--- config.mk ---
export PLATFORM = sky130hd
export DESIGN_NAME = mog_top
export DESIGN_NICKNAME = d
export VERILOG_FILES = /design/src/mog_pkg.sv /design/src/mog_scale_if.sv /design/src/mog_scaler.sv /design/src/mog_top.sv
export SDC_FILE = /design/constraint.sdc
export NUM_CORES = 1
export LEC_CHECK = 0
export ABC_AREA = 1
export BUFFER_PORTS_ARGS = -buffer_cell sky130_fd_sc_hd__buf_2
export CORE_ASPECT_RATIO = 1.1
export CORE_MARGIN = 5
export CORE_UTILIZATION = 35
export CTS_CLUSTER_SIZE = 24
export DETAILED_ROUTE_END_ITERATION = 12
export PLACE_DENSITY = 0.51
export SLEW_MARGIN = 20
export SYNTH_ARGS = -nofsm -noshare
export SYNTH_HDL_FRONTEND = slang
export SYNTH_SLANG_ARGS = --single-unit
--- constraint.sdc ---
create_clock -name sys_clk -period 10.94 [get_ports sys_clk]
set_clock_uncertainty 0.2 [all_clocks]
set_input_delay 0.547 -clock sys_clk [delete_from_list [all_inputs] [get_ports sys_clk]]
set_output_delay 0.547 -clock sys_clk [all_outputs]
set_load 0.01 [all_outputs]
--- src/mog_pkg.sv ---
// shared constants and types for the monitor output generator
package mog_pkg;
    // quantity width and source codes of the three selectors
    localparam int QW = 16;
    typedef enum logic [2:0] {
        SRC_OUT_FREQ = 3'h0,
        SRC_OUT_CURRENT = 3'h1,
        SRC_OUT_TORQUE = 3'h2,
        SRC_FM_FREQ = 3'h3,
        SRC_OUT_VOLTAGE = 3'h4,
        SRC_IN_POWER = 3'h5,
        SRC_THERMAL = 3'h6,
        SRC_RAMPED_FREQ = 3'h7
    } mog_src_t;
    // full scale values, percentages in units of 0.1 %
    localparam logic [QW-1:0] FS_200_PCT = 16'h07d0;
    localparam logic [QW-1:0] FS_100_PCT = 16'h03e8;
    // control methods that make torque meaningful
    localparam logic [2:0] CTRL_SLV = 3'h3;
    localparam logic [2:0] CTRL_SLV_0HZ = 3'h4;
    localparam logic [2:0] CTRL_FB_VECTOR = 3'h5;
    // reset values of the settings
    localparam mog_src_t DEF_SEL = SRC_OUT_FREQ;
    localparam logic [7:0] DEF_PULSE_GAIN = 8'h80;
    localparam logic [7:0] DEF_VOLT_GAIN = 8'hb4;
    localparam logic [7:0] DEF_CUR_GAIN = 8'h50;
    localparam logic [7:0] DEF_OFFSET = 8'h00;
    // gain of 2**GAIN_SHIFT is unity
    localparam int GAIN_SHIFT = 7;
    // duty period: PWM_LAST_STEP + 1 steps of PWM_STEP_NS each
    localparam logic [7:0] PWM_LAST_STEP = 8'hfe;
    localparam int CLK_PERIOD_NS = 100;
    localparam int PWM_STEP_NS = 1600;
    localparam int PWM_STEP_CYC = (PWM_STEP_NS + CLK_PERIOD_NS - 1)
                                  / CLK_PERIOD_NS;
    // current loop: 4 mA of 20 mA on a 255 code scale, span to full
    localparam logic [7:0] CUR_ZERO_CODE = 8'h33;
    localparam logic [7:0] CUR_SPAN_CODE = 8'hcc;
    // scaler division steps
    localparam logic [3:0] DIV_STEPS = 4'h8;
endpackage

--- src/mog_scale_if.sv ---
// request and answer bundle between the top and one scaler
`timescale 1ns/100ps
`default_nettype none
interface mog_scale_if;
    logic start;
    logic [15:0] value;
    logic [15:0] full_scale;
    logic [7:0] gain;
    logic [7:0] offset;
    logic bypass_gain;
    logic done;
    logic [7:0] result;
    modport client (output start, value, full_scale, gain, offset,
                    bypass_gain, input done, result);
    modport engine (input start, value, full_scale, gain, offset,
                    bypass_gain, output done, result);
endinterface
`default_nettype wire

--- src/mog_scaler.sv ---
// sequential ratio, gain and offset scaler for one monitor channel
`timescale 1ns/100ps
`default_nettype none
module mog_scaler
    import mog_pkg::*;
(
    input wire logic sys_clk, // system clock
    input wire logic rst_n, // async reset, active low
    mog_scale_if.engine sif // request and answer
);
    typedef enum logic [1:0] {
        ST_IDLE = 2'b00,
        ST_DIV = 2'b01,
        ST_MUL = 2'b10
    } mog_sc_state_t;

    mog_sc_state_t state, next_state;
    logic [16:0] rem, next_rem;
    logic [7:0] quot, next_quot;
    logic [3:0] cnt, next_cnt;
    logic [7:0] result, next_result;
    logic done, next_done;

    ////////////////////////////////////////////////////////////////////////
    // restoring divide gives value/full_scale in 1/256, then gain, offset
    always_comb begin
        logic [16:0] shifted;
        logic [15:0] prod;
        logic [7:0] scaled;
        logic [8:0] sum;
        shifted = {rem[15:0], 1'b0};
        prod = 16'(quot * sif.gain);
        scaled = prod[15] ? 8'hff : prod[14:7];
        sum = {1'b0, sif.bypass_gain ? quot : scaled} + {1'b0, sif.offset};
        next_state = state;
        next_rem = rem;
        next_quot = quot;
        next_cnt = cnt;
        next_result = result;
        next_done = 1'b0;
        unique case (state)
            ST_IDLE: begin
                if (sif.start) begin
                    next_rem = {1'b0, sif.value};
                    next_quot = 8'h00;
                    next_cnt = DIV_STEPS;
                    if (sif.full_scale == 16'h0000) begin
                        next_state = ST_MUL;
                    end else if (sif.value >= sif.full_scale) begin
                        // saturate at full scale, no division needed
                        next_quot = 8'hff;
                        next_state = ST_MUL;
                    end else begin
                        next_state = ST_DIV;
                    end
                end
            end
            ST_DIV: begin
                if (shifted >= {1'b0, sif.full_scale}) begin
                    next_rem = shifted - {1'b0, sif.full_scale};
                    next_quot = {quot[6:0], 1'b1};
                end else begin
                    next_rem = shifted;
                    next_quot = {quot[6:0], 1'b0};
                end
                next_cnt = cnt - 4'h1;
                if (cnt == 4'h1) begin
                    next_state = ST_MUL;
                end
            end
            ST_MUL: begin
                // fm mode skips the gain stage entirely
                next_result = sum[8] ? 8'hff : sum[7:0];
                next_done = 1'b1;
                next_state = ST_IDLE;
            end
            default: begin
                next_state = ST_IDLE;
            end
        endcase
    end

    // state registers
    always_ff @(posedge sys_clk or negedge rst_n) begin
        if (!rst_n) begin
            state <= ST_IDLE;
            rem <= 17'h00000;
            quot <= 8'h00;
            cnt <= 4'h0;
            result <= 8'h00;
            done <= 1'b0;
        end else begin
            state <= next_state;
            rem <= next_rem;
            quot <= next_quot;
            cnt <= next_cnt;
            result <= next_result;
            done <= next_done;
        end
    end

    assign sif.done = done;
    assign sif.result = result;

    ////////////////////////////////////////////////////////////////////////
    // a normal division ends with a result ten cycles after its start
    chk_div_latency: assert property (
        @(posedge sys_clk) disable iff (!rst_n)
        (state == ST_IDLE && sif.start && sif.full_scale != 16'h0000
         && sif.value < sif.full_scale) |-> ##10 done)
        else $error("scaler result late or early");

    // with gain bypassed and no offset the ratio passes unchanged
    chk_bypass_gain: assert property (
        @(posedge sys_clk) disable iff (!rst_n)
        (state == ST_MUL && sif.bypass_gain && sif.offset == 8'h00)
        |=> result == $past(quot))
        else $error("gain applied in fm mode");
endmodule // mog_scaler
`default_nettype wire

--- src/mog_top.sv ---
// monitor output generator: duty or fm pulse pin and two analog levels
`timescale 1ns/100ps
`default_nettype none
module mog_top
    import mog_pkg::*;
#(
    parameter int FM_ACC_W = 16 // fm phase accumulator width
) (
    input wire logic sys_clk, // system clock, 10 MHz
    input wire logic rst_n, // async reset, active low
    input wire logic cfg_load, // pulse: take the source, gain and offset settings below
    input wire logic [2:0] pulse_out_source_sel, // pulse pin source
    input wire logic [7:0] pulse_out_gain, // pulse duty gain
    input wire logic [2:0] voltage_out_source_sel, // voltage out source
    input wire logic [7:0] voltage_out_gain, // voltage out gain
    input wire logic [7:0] voltage_out_offset, // voltage out offset
    input wire logic [2:0] current_out_source_sel, // current out source
    input wire logic [7:0] current_out_gain, // current out gain
    input wire logic [7:0] current_out_offset, // current out offset
    input wire logic [15:0] max_frequency_setting, // frequency full scale
    input wire logic [2:0] control_method, // active control method
    input wire logic calibrate_full_scale, // force pulse ratio to full
    input wire logic [15:0] out_freq, // output frequency
    input wire logic [15:0] out_current, // output current, 0.1 %
    input wire logic [15:0] out_torque, // output torque, 0.1 %
    input wire logic [15:0] out_voltage, // output voltage, 0.1 %
    input wire logic [15:0] in_power, // input power, 0.1 %
    input wire logic [15:0] thermal_load, // thermal load, 0.1 %
    input wire logic [15:0] ramped_frequency, // ramp output frequency
    output logic monitor_pulse_pin, // duty or fm pulse output
    output logic [7:0] voltage_monitor_out, // 0-10 V dac code
    output logic [7:0] current_monitor_out, // 4-20 mA dac code
    output logic torque_valid // torque quantity is meaningful
);
    localparam logic [7:0] STEP_LAST = 8'(PWM_STEP_CYC - 1);
    // settle time for a gated torque reading to reach the voltage pin
    localparam logic [4:0] TORQUE_SETTLE = 5'h18;

    logic [2:0] cfg_sel [3];
    logic [2:0] next_cfg_sel [3];
    logic [7:0] cfg_gain [3];
    logic [7:0] next_cfg_gain [3];
    logic [7:0] cfg_off [3];
    logic [7:0] next_cfg_off [3];
    logic [7:0] chan_val [3];
    logic [7:0] next_chan_val [3];
    logic [7:0] s_result [3];
    logic s_done [3];
    logic torque_ok;
    logic fm_mode;
    logic [7:0] pre_cnt, next_pre_cnt;
    logic [7:0] pwm_cnt, next_pwm_cnt;
    logic [7:0] duty, next_duty;
    logic [FM_ACC_W-1:0] acc, next_acc;
    logic next_pin;
    logic [7:0] next_cur_out;
    logic [15:0] cur_prod;
    logic [4:0] torque_off_cnt, next_torque_off_cnt;

    assign torque_ok = control_method == CTRL_SLV
                       || control_method == CTRL_SLV_0HZ
                       || control_method == CTRL_FB_VECTOR;
    assign fm_mode = cfg_sel[0] == SRC_FM_FREQ;

    ////////////////////////////////////////////////////////////////////////
    // quantity and full scale for a selector code; fm only on the pin
    function automatic logic [31:0] pick(input logic [2:0] sel,
                                         input logic allow_fm);
        logic [15:0] v;
        logic [15:0] fs;
        v = 16'h0000;
        fs = FS_100_PCT;
        unique case (sel)
            SRC_OUT_FREQ: begin
                v = out_freq;
                fs = max_frequency_setting;
            end
            SRC_OUT_CURRENT: begin
                v = out_current;
                fs = FS_200_PCT;
            end
            SRC_OUT_TORQUE: begin
                // torque reads zero outside vector control
                v = torque_ok ? out_torque : 16'h0000;
                fs = FS_200_PCT;
            end
            SRC_FM_FREQ: begin
                v = allow_fm ? out_freq : 16'h0000;
                fs = max_frequency_setting;
            end
            SRC_OUT_VOLTAGE: begin
                v = out_voltage;
            end
            SRC_IN_POWER: begin
                v = in_power;
                fs = FS_200_PCT;
            end
            SRC_THERMAL: begin
                v = thermal_load;
            end
            SRC_RAMPED_FREQ: begin
                v = ramped_frequency;
                fs = max_frequency_setting;
            end
        endcase
        return {v, fs};
    endfunction

    ////////////////////////////////////////////////////////////////////////
    // one scaler per channel, restarted whenever it goes idle
    for (genvar i = 0; i < 3; i++) begin : g_chan
        mog_scale_if sif ();
        logic [31:0] sel_q;
        // a plain assign would miss the live quantities read inside pick
        always_comb sel_q = pick(cfg_sel[i], i == 0);
        assign sif.start = 1'b1;
        // calibration asks for ratio 1/1 so gain sets the meter swing
        assign sif.value = (i == 0 && calibrate_full_scale) ? 16'h0001
                           : sel_q[31:16];
        assign sif.full_scale = (i == 0 && calibrate_full_scale) ? 16'h0001
                                : sel_q[15:0];
        assign sif.gain = cfg_gain[i];
        assign sif.offset = (i == 0) ? 8'h00 : cfg_off[i];
        assign sif.bypass_gain = (i == 0) && fm_mode;
        assign s_done[i] = sif.done;
        assign s_result[i] = sif.result;
        mog_scaler u_scaler (
            .sys_clk(sys_clk),
            .rst_n(rst_n),
            .sif(sif)
        );
    end

    ////////////////////////////////////////////////////////////////////////
    // settings are taken together on cfg_load, defaults from reset
    always_comb begin
        next_cfg_sel = cfg_sel;
        next_cfg_gain = cfg_gain;
        next_cfg_off = cfg_off;
        if (cfg_load) begin
            next_cfg_sel[0] = pulse_out_source_sel;
            next_cfg_sel[1] = voltage_out_source_sel;
            next_cfg_sel[2] = current_out_source_sel;
            next_cfg_gain[0] = pulse_out_gain;
            next_cfg_gain[1] = voltage_out_gain;
            next_cfg_gain[2] = current_out_gain;
            next_cfg_off[1] = voltage_out_offset;
            next_cfg_off[2] = current_out_offset;
        end
    end

    // setting registers
    always_ff @(posedge sys_clk or negedge rst_n) begin
        if (!rst_n) begin
            cfg_sel <= '{DEF_SEL, DEF_SEL, DEF_SEL};
            cfg_gain <= '{DEF_PULSE_GAIN, DEF_VOLT_GAIN, DEF_CUR_GAIN};
            cfg_off <= '{DEF_OFFSET, DEF_OFFSET, DEF_OFFSET};
        end else begin
            cfg_sel <= next_cfg_sel;
            cfg_gain <= next_cfg_gain;
            cfg_off <= next_cfg_off;
        end
    end

    ////////////////////////////////////////////////////////////////////////
    // step prescaler, duty counter, fm accumulator and output stages
    assign cur_prod = 16'(chan_val[2] * CUR_SPAN_CODE);
    always_comb begin
        next_chan_val = chan_val;
        for (int i = 0; i < 3; i++) begin
            if (s_done[i]) begin
                next_chan_val[i] = s_result[i];
            end
        end
        next_pre_cnt = (pre_cnt == STEP_LAST) ? 8'h00 : pre_cnt + 8'h01;
        next_pwm_cnt = pwm_cnt;
        next_duty = duty;
        if (pre_cnt == STEP_LAST) begin
            next_pwm_cnt = (pwm_cnt == PWM_LAST_STEP) ? 8'h00
                           : pwm_cnt + 8'h01;
            // new duty only at the period edge, no mid-period glitch
            if (pwm_cnt == PWM_LAST_STEP) begin
                next_duty = chan_val[0];
            end
        end
        // ratio drives phase step, so pin frequency tracks output freq
        next_acc = acc + FM_ACC_W'(chan_val[0]);
        if (fm_mode) begin
            next_pin = acc[FM_ACC_W-1];
        end else begin
            // duty 255 never drops since pwm_cnt wraps after 254
            next_pin = pwm_cnt < duty;
        end
        // 4 mA floor plus span, never below the live zero
        next_cur_out = CUR_ZERO_CODE + cur_prod[15:8];
        // cycles the voltage channel has shown gated torque, saturating
        next_torque_off_cnt = 5'h00;
        if (cfg_sel[1] == SRC_OUT_TORQUE && cfg_off[1] == 8'h00
            && !torque_ok) begin
            next_torque_off_cnt = (torque_off_cnt == TORQUE_SETTLE)
                                  ? TORQUE_SETTLE : torque_off_cnt + 5'h01;
        end
    end

    // output and counter registers
    always_ff @(posedge sys_clk or negedge rst_n) begin
        if (!rst_n) begin
            chan_val <= '{8'h00, 8'h00, 8'h00};
            pre_cnt <= 8'h00;
            pwm_cnt <= 8'h00;
            duty <= 8'h00;
            acc <= '0;
            monitor_pulse_pin <= 1'b0;
            voltage_monitor_out <= 8'h00;
            current_monitor_out <= CUR_ZERO_CODE;
            torque_valid <= 1'b0;
            torque_off_cnt <= 5'h00;
        end else begin
            chan_val <= next_chan_val;
            pre_cnt <= next_pre_cnt;
            pwm_cnt <= next_pwm_cnt;
            duty <= next_duty;
            acc <= next_acc;
            monitor_pulse_pin <= next_pin;
            voltage_monitor_out <= chan_val[1];
            current_monitor_out <= next_cur_out;
            torque_valid <= torque_ok;
            torque_off_cnt <= next_torque_off_cnt;
        end
    end

    ////////////////////////////////////////////////////////////////////////
    chk_duty_hold: assert property (
        @(posedge sys_clk) disable iff (!rst_n)
        !(pre_cnt == STEP_LAST && pwm_cnt == PWM_LAST_STEP)
        |=> $stable(duty))
        else $error("duty changed inside a period");

    chk_duty_level: assert property (
        @(posedge sys_clk) disable iff (!rst_n)
        (!fm_mode) |=> monitor_pulse_pin == ($past(pwm_cnt) < $past(duty)))
        else $error("pulse pin does not follow duty");

    chk_full_high: assert property (
        @(posedge sys_clk) disable iff (!rst_n)
        (!fm_mode && duty == 8'hff) [*2] |=> monitor_pulse_pin)
        else $error("full scale pulse pin not high");

    chk_fm_square: assert property (
        @(posedge sys_clk) disable iff (!rst_n)
        fm_mode |=> monitor_pulse_pin == $past(acc[FM_ACC_W-1]))
        else $error("fm pin does not follow accumulator");

    chk_cur_floor: assert property (
        @(posedge sys_clk) disable iff (!rst_n)
        current_monitor_out >= CUR_ZERO_CODE)
        else $error("current output below live zero");

    chk_cfg_load: assert property (
        @(posedge sys_clk) disable iff (!rst_n)
        cfg_load |=> cfg_gain[1] == $past(voltage_out_gain)
                     && cfg_off[2] == $past(current_out_offset))
        else $error("settings not taken on load");

    chk_torque_gate: assert property (
        @(posedge sys_clk) disable iff (!rst_n)
        torque_off_cnt == TORQUE_SETTLE |-> voltage_monitor_out == 8'h00)
        else $error("torque shown outside vector control");
endmodule // mog_top
`default_nettype wire

* Yosys cells after proc, flatten, opt, wreduce, memory -nomap -nowiden *
Index checks and enable logic that the tools add are counted.

cells by class
  add/subtract/negate cells = 12
  multipliers = 4
  magnitude comparators = 7
  equality and inequality tests = 38
  muxes and demuxes = 54
  reduce and logical (&&, ||, !) cells = 22

operators by type and width
  operator                                                               count
  16-bit one-hot mux with 8 select lines                                 2
  16-bit one-hot mux with 2 select lines                                 6
  8-bit two-way mux                                                      14
  16-bit one-hot mux with 7 select lines                                 1
  16-bit two-way mux                                                     6
  17-bit by 16-bit >= comparator with 1-bit output                       3
  16-bit >= comparator                                                   3
  16-bit zero test                                                       3
  8-bit by 8-bit multiplier with 16-bit output                           3
  8-bit one-hot mux with 2 select lines                                  3
  16-bit subtractor                                                      3
  3-bit equality test, second input constant                             14
  4-bit one-hot mux with 2 select lines                                  3
  3-bit by 2-bit equality test with 1-bit output, second input constant  7
  8-bit by 8-bit adder with 9-bit output                                 2
  2-bit two-way mux                                                      9
  3-bit OR reduction                                                     6
  16-bit by 8-bit adder with 16-bit output                               1
  8-bit by 1-bit adder with 8-bit output, second input constant          2
  8-bit by 6-bit multiplier with 14-bit output, second input constant    1
  4-bit by 1-bit equality test with 1-bit output, second input constant  3
  2-bit one-hot mux with 2 select lines                                  3
  4-bit by 1-bit subtractor with 4-bit output, second input constant     3
  3-bit by 1-bit equality test with 1-bit output, second input constant  3
  14 further kinds                                                       33

storage, ports and cells
  bits in registers = 248
  input bits = 184
  output and inout bits = 18
  word-level logic and storage cells = 174

* Logic depth before layout (Yosys ltp) *
  depth after elaboration = 10
  gate-level depth with buffers = 30
  depth with buffers taken out = 29

* Hierarchy *
From an unflattened synthesis, not the netlist that was laid out.

second synthesis, totals
  cells, all modules = 3,968
  area, all modules = 27,531.4 um2

modules (own cells, without submodules)
  module                           times used  cells each  area each (um2)  sequential area each (um2)
  mog_top                          1           1,161       9,151.3          3,291.9
  mog_scaler (g_chan[2].u_scaler)  1           939         6,140.9          975.9
  mog_scaler (g_chan[1].u_scaler)  1           940         6,130.9          975.9
  mog_scaler (g_chan[0].u_scaler)  1           928         6,108.4          975.9

* Worst setup path after synthesis *
OpenSTA, ideal clock, no wires.

  path type = reg2reg
  from = reg cfg_gain (netlist bit g_chan[2].sif.gain[6])
  to = reg g_chan[2].u_scaler.result[6]
  setup time = 0.140 ns
  arrival time = 5.551 ns
  required time = 10.600 ns
  setup slack = 5.049 ns
  cell stages (with the launch flop) = 29
  buffers on the path = 1
  period minus slack after synthesis = 5.891 ns
  cell sequence = dfstp_2 > clkbuf_1 > nand2_1 > inv_1 > fa_1 > fa_1 > fa_1 > inv_1 > fa_1 > inv_1 > ha_1 > a21oi_1 > inv_1 > a21oi_1 > nor3_1 > nor3_1 > nand2_1 > nand2_1 > nand2_1 > nand2_1 > ha_1 > inv_1 > fa_1 > o21ai_0 > a21oi_1 > nor2_1 > nor2_1 > xor2_1 > a31oi_1

between the ends
  longest elaborated chain between the ends = 4

ends and longest elaborated chain
  item                                          RTL line          source
  from (decl)                                   mog_top.sv:41     logic [7:0] cfg_gain [3];
  from (signal assigned)                        mog_top.sv:156    cfg_gain <= '{DEF_PULSE_GAIN, DEF_VOLT_GAIN, DEF_CUR_GAIN};
  from (signal assigned)                        mog_top.sv:160    cfg_gain <= next_cfg_gain;
  8-bit by 8-bit multiplier with 16-bit output  mog_scaler.sv:32  prod = 16'(quot * sif.gain);
  8-bit two-way mux                             mog_scaler.sv:33  scaled = prod[15] ? 8'hff : prod[14:7];
  8-bit by 8-bit adder with 9-bit output        mog_scaler.sv:34  sum = {1'b0, sif.bypass_gain ? quot : scaled} + {1'b0, sif.offset};
  8-bit two-way mux                             mog_scaler.sv:73  next_result = sum[8] ? 8'hff : sum[7:0];
  to (signal assigned)                          mog_scaler.sv:97  result <= next_result;
  to (decl)                                     mog_scaler.sv:21  logic [7:0] result, next_result;

Every way passes these cells.
A chain may end at the register's enable or synchronous reset.

* Worst setup path in the final report *
  from = reg cfg_gain (netlist bit g_chan[2].sif.gain[6])
  to = reg g_chan[2].u_scaler.result[7]

Same word-level chain as after synthesis.

==> results.ini <==
[run_status]
status=finished, final reports clean

[worst_setup_path]
worstPathMaxFanout=9
path_delay_family=adder cells
worst_ep_required_time_ns=11.19
critPathBufInv=4
crit_path_end_kind=flop
cp_data_arrival_time_ns=6.47
worst-r2r-setup-slack_ns=4.72
reg2reg_from=g_chan[2].sif.gain[6]
worstSetupPathType=flop to flop
reg2reg_depth=23
worst_path_max_delay_cell=dfstp_2
max_stage_delay_ns=0.61
path_cells=nand2_1 > inv_1 > fa_1 > fa_1 > fa_1 > inv_1 > fa_1 > inv_1 > ha_1 > a21oi_1 > inv_1 > a21oi_1 > nor3_1 > nor3_1 > nand3_1 > nand2_1 > nand2_1 > ha_1 > a21oi_1 > o21ai_0 > a21oi_1 > o21ai_0 > o22a_1
start_kind=flop
r2r_end=g_chan[2].u_scaler.sif.result[7]

[job]
max-cap-violations=0

[grt]
track_usage_pct=20.9
overflow=0
grt_max_degree=139
antenna_found_initial=14
grt_first_pass_wirelength_mm=133
first_global_vias=23602
busiest_layer=met2
met1_usage_pct=28.5
met2_usage_pct=33.3
grtUsageMet3_pct=3.93

[timing]
fin_crit_sh_pct=56.8
finalHoldWorstSlack_ns=0.0332
worst_pin_slew_ns=1.06
fin_ws_ns=4.72
maxSlewViolCount=0
min_period_ns=6.22
grt_setup_unrepaired=false
fin_setup_tns_ns=0
max_freq_ghz=0.161
final_hold_viol_count=0
finalSetupViolations=0
max_slew_margin_pct=29.4

[clock_network]
htreeDepth=2
path_clk_slew_ns=0.06
cts_tree=yes
cts_buffers=36
cts.path.max_buffers=3
post-cts-setup-buffers=0
clock_latency_ns=0.56
clock_sinks=248
clockRootBuffer=clkbuf_16

[layout]
area_growth_pct=12.5
final_common_cell=nand2_1
n_fill_cell=7855
drive_gt1_share_pct=10.5
layout_common_cells=nand2_1 (786), inv_1 (669), ha_1 (264)
nets=4297

[routing]
wl_per_cell_um=17.9
drc=0
dr.pass1.iters=6
totalWireLength_mm=84.5
viasPerCell=5.07
drt_first_iter_violations=1677
drtAntennaViolNets=0
vias=23902

[placed_design]
post-dp-hpwl_mm=66.7
numPortBuffers=201
gp_congestion=0.950
preCtsSetupSlack_ns=4.69

[min_path]
min_to=g_chan[0].sif.gain[4]
hold_depth=2
hp-class=input port to flop
worstHoldStart=pulse_out_gain[4]

[synth]
syn_area_mm2=0.0259
synth_edf_count=0
synthCells=3587
yosysWarningCount=0
syn_area_per_cell_um2=7.23
synth_flop_cell=dfrtp_1
ys_async_sr_fraction_pct=100
ys_ff_latch=248
synth.distinct_cells=64
synth_seq_area_share_pct=24.0
synth_nets=4153

[die]
die_area_mm2=0.0796
core-area_mm2=0.0733
io_pins=202
rows=104
die_h_um=295
fp.dieW_um=269
initial_core_util_pct=35.4

logic make-up (layout without fill, tap and decap cells):
family                     after synthesis  in the layout  share of synthesized area [%]
adders and majority gates              382            382                           21.9
xor gates and xnor gates                78             78                           2.64
and+or+nand+nor                       1374           1374                           22.7
other                                    0              5                              0
AOI/OAI and AO/OA                      641            641                           14.3
buffers and inverters                  807            978                           12.1
muxes                                   57             57                           2.48
DFF                                    248            248                           24.0
worst max path at each step:
| stage | slack (ns) | end | start | depth (start not counted) |
|---|---|---|---|---|
| after global routing | 4.09 | g_chan[2].u_scaler.sif.result[1] | g_chan[2].sif.gain[6] | 24 |
| final | 4.72 | g_chan[2].u_scaler.sif.result[7] | g_chan[2].sif.gain[6] | 23 |
| after CTS | 4.67 | g_chan[2].u_scaler.sif.result[7] | g_chan[2].sif.gain[6] | 23 |
| after floorplan | 5.05 | g_chan[2].u_scaler.sif.result[6] | g_chan[2].sif.gain[6] | 28 |
| after detailed placement | 4.69 | g_chan[2].u_scaler.sif.result[7] | g_chan[2].sif.gain[6] | 23 |
| after global placement | 4.72 | g_chan[2].u_scaler.sif.result[7] | g_chan[2].sif.gain[6] | 23 |
what timing repair did:
action / CTS / global route
hold buffers: 24 / 0
gates resized for setup: 0 / 0
hold endpoints to repair: 126 / 0
setup endpoints to repair: 0 / 0
cells in the mapped netlist, types with 47 or more instances:
cell	n	area (µm²)
a21oi_1	245	1230
clkbuf_1	80	300
dfrtp_1	237	5930
fa_1	118	2360
ha_1	264	3300
inv_1	669	2510
mux2_2	57	642
nand2_1	786	2950
nand3_1	221	1110
nand4_1	47	294
nor2_1	227	852
o21ai_0	172	861
o22ai_1	66	413
worst reg2reg max path: stages, from the launching register on:
cell and delay (ns):
dfstp_2 0.61, nand2_1 0.07, inv_1 0.08, fa_1 0.45, fa_1 0.52, fa_1 0.55
inv_1 0.05, fa_1 0.52, inv_1 0.04, ha_1 0.35, a21oi_1 0.20, inv_1 0.06
a21oi_1 0.17, nor3_1 0.07, nor3_1 0.18, nand3_1 0.13, nand2_1 0.21, nand2_1 0.09
ha_1 0.35, a21oi_1 0.14, o21ai_0 0.17, a21oi_1 0.52, o21ai_0 0.18, o22a_1 0.19
final cells by class:
cell class	instances	area [µm²]	area share, %
Inverter	682	2560	8.79
Clock buffer	46	988	3.39
Sequential cell	248	6220	21.3
Antenna cell	5	12.5	0.0429
Tap cell	954	1190	4.09
Multi-Input combinational cell	2532	16600	56.9
Timing Repair Buffer	231	1320	4.52
Clock inverter	19	272	0.931
sequential cells by signal, indices dropped and copies added (netlist names):
name and count:
duty 8, cfg_sel 9, current_monitor_out 8, acc 16, g_chan.u_scaler.sif.result 24, g_chan.u_scaler.rem 48
monitor_pulse_pin 1, torque_valid 1, g_chan.sif.gain 24, pwm_cnt 8, g_chan.u_scaler.quot 24, g_chan.sif.offset 16
chan_val 24, g_chan.u_scaler.state 6, pre_cnt 8, g_chan.u_scaler.sif.done 3, voltage_monitor_out 8, g_chan.u_scaler.cnt 12
metrics by stage:
step / instances / util (%) / instance area [µm²]
2_1_floorplan: 3587 / - / 25900
3_3_place_gp: 4623 / 37.7 / 27600
3_5_place_dp: 4623 / 37.7 / 27600
4_1_cts: 4712 / 39.8 / 29100
5_1_grt: 4712 / 39.8 / 29100
6_report: 4717 / 39.8 / 29200
per-layer routing:
layer / vias to the layer above / wire length, µm
li1: 11906 / -
met1: 11130 / 38700
met2: 694 / 36900
met3: 168 / 5500
met4: 4 / 3410
met5: - / 23
Power is not shown: default switching activity piles up to over one toggle a cycle in this logic, so the estimate is an artifact.
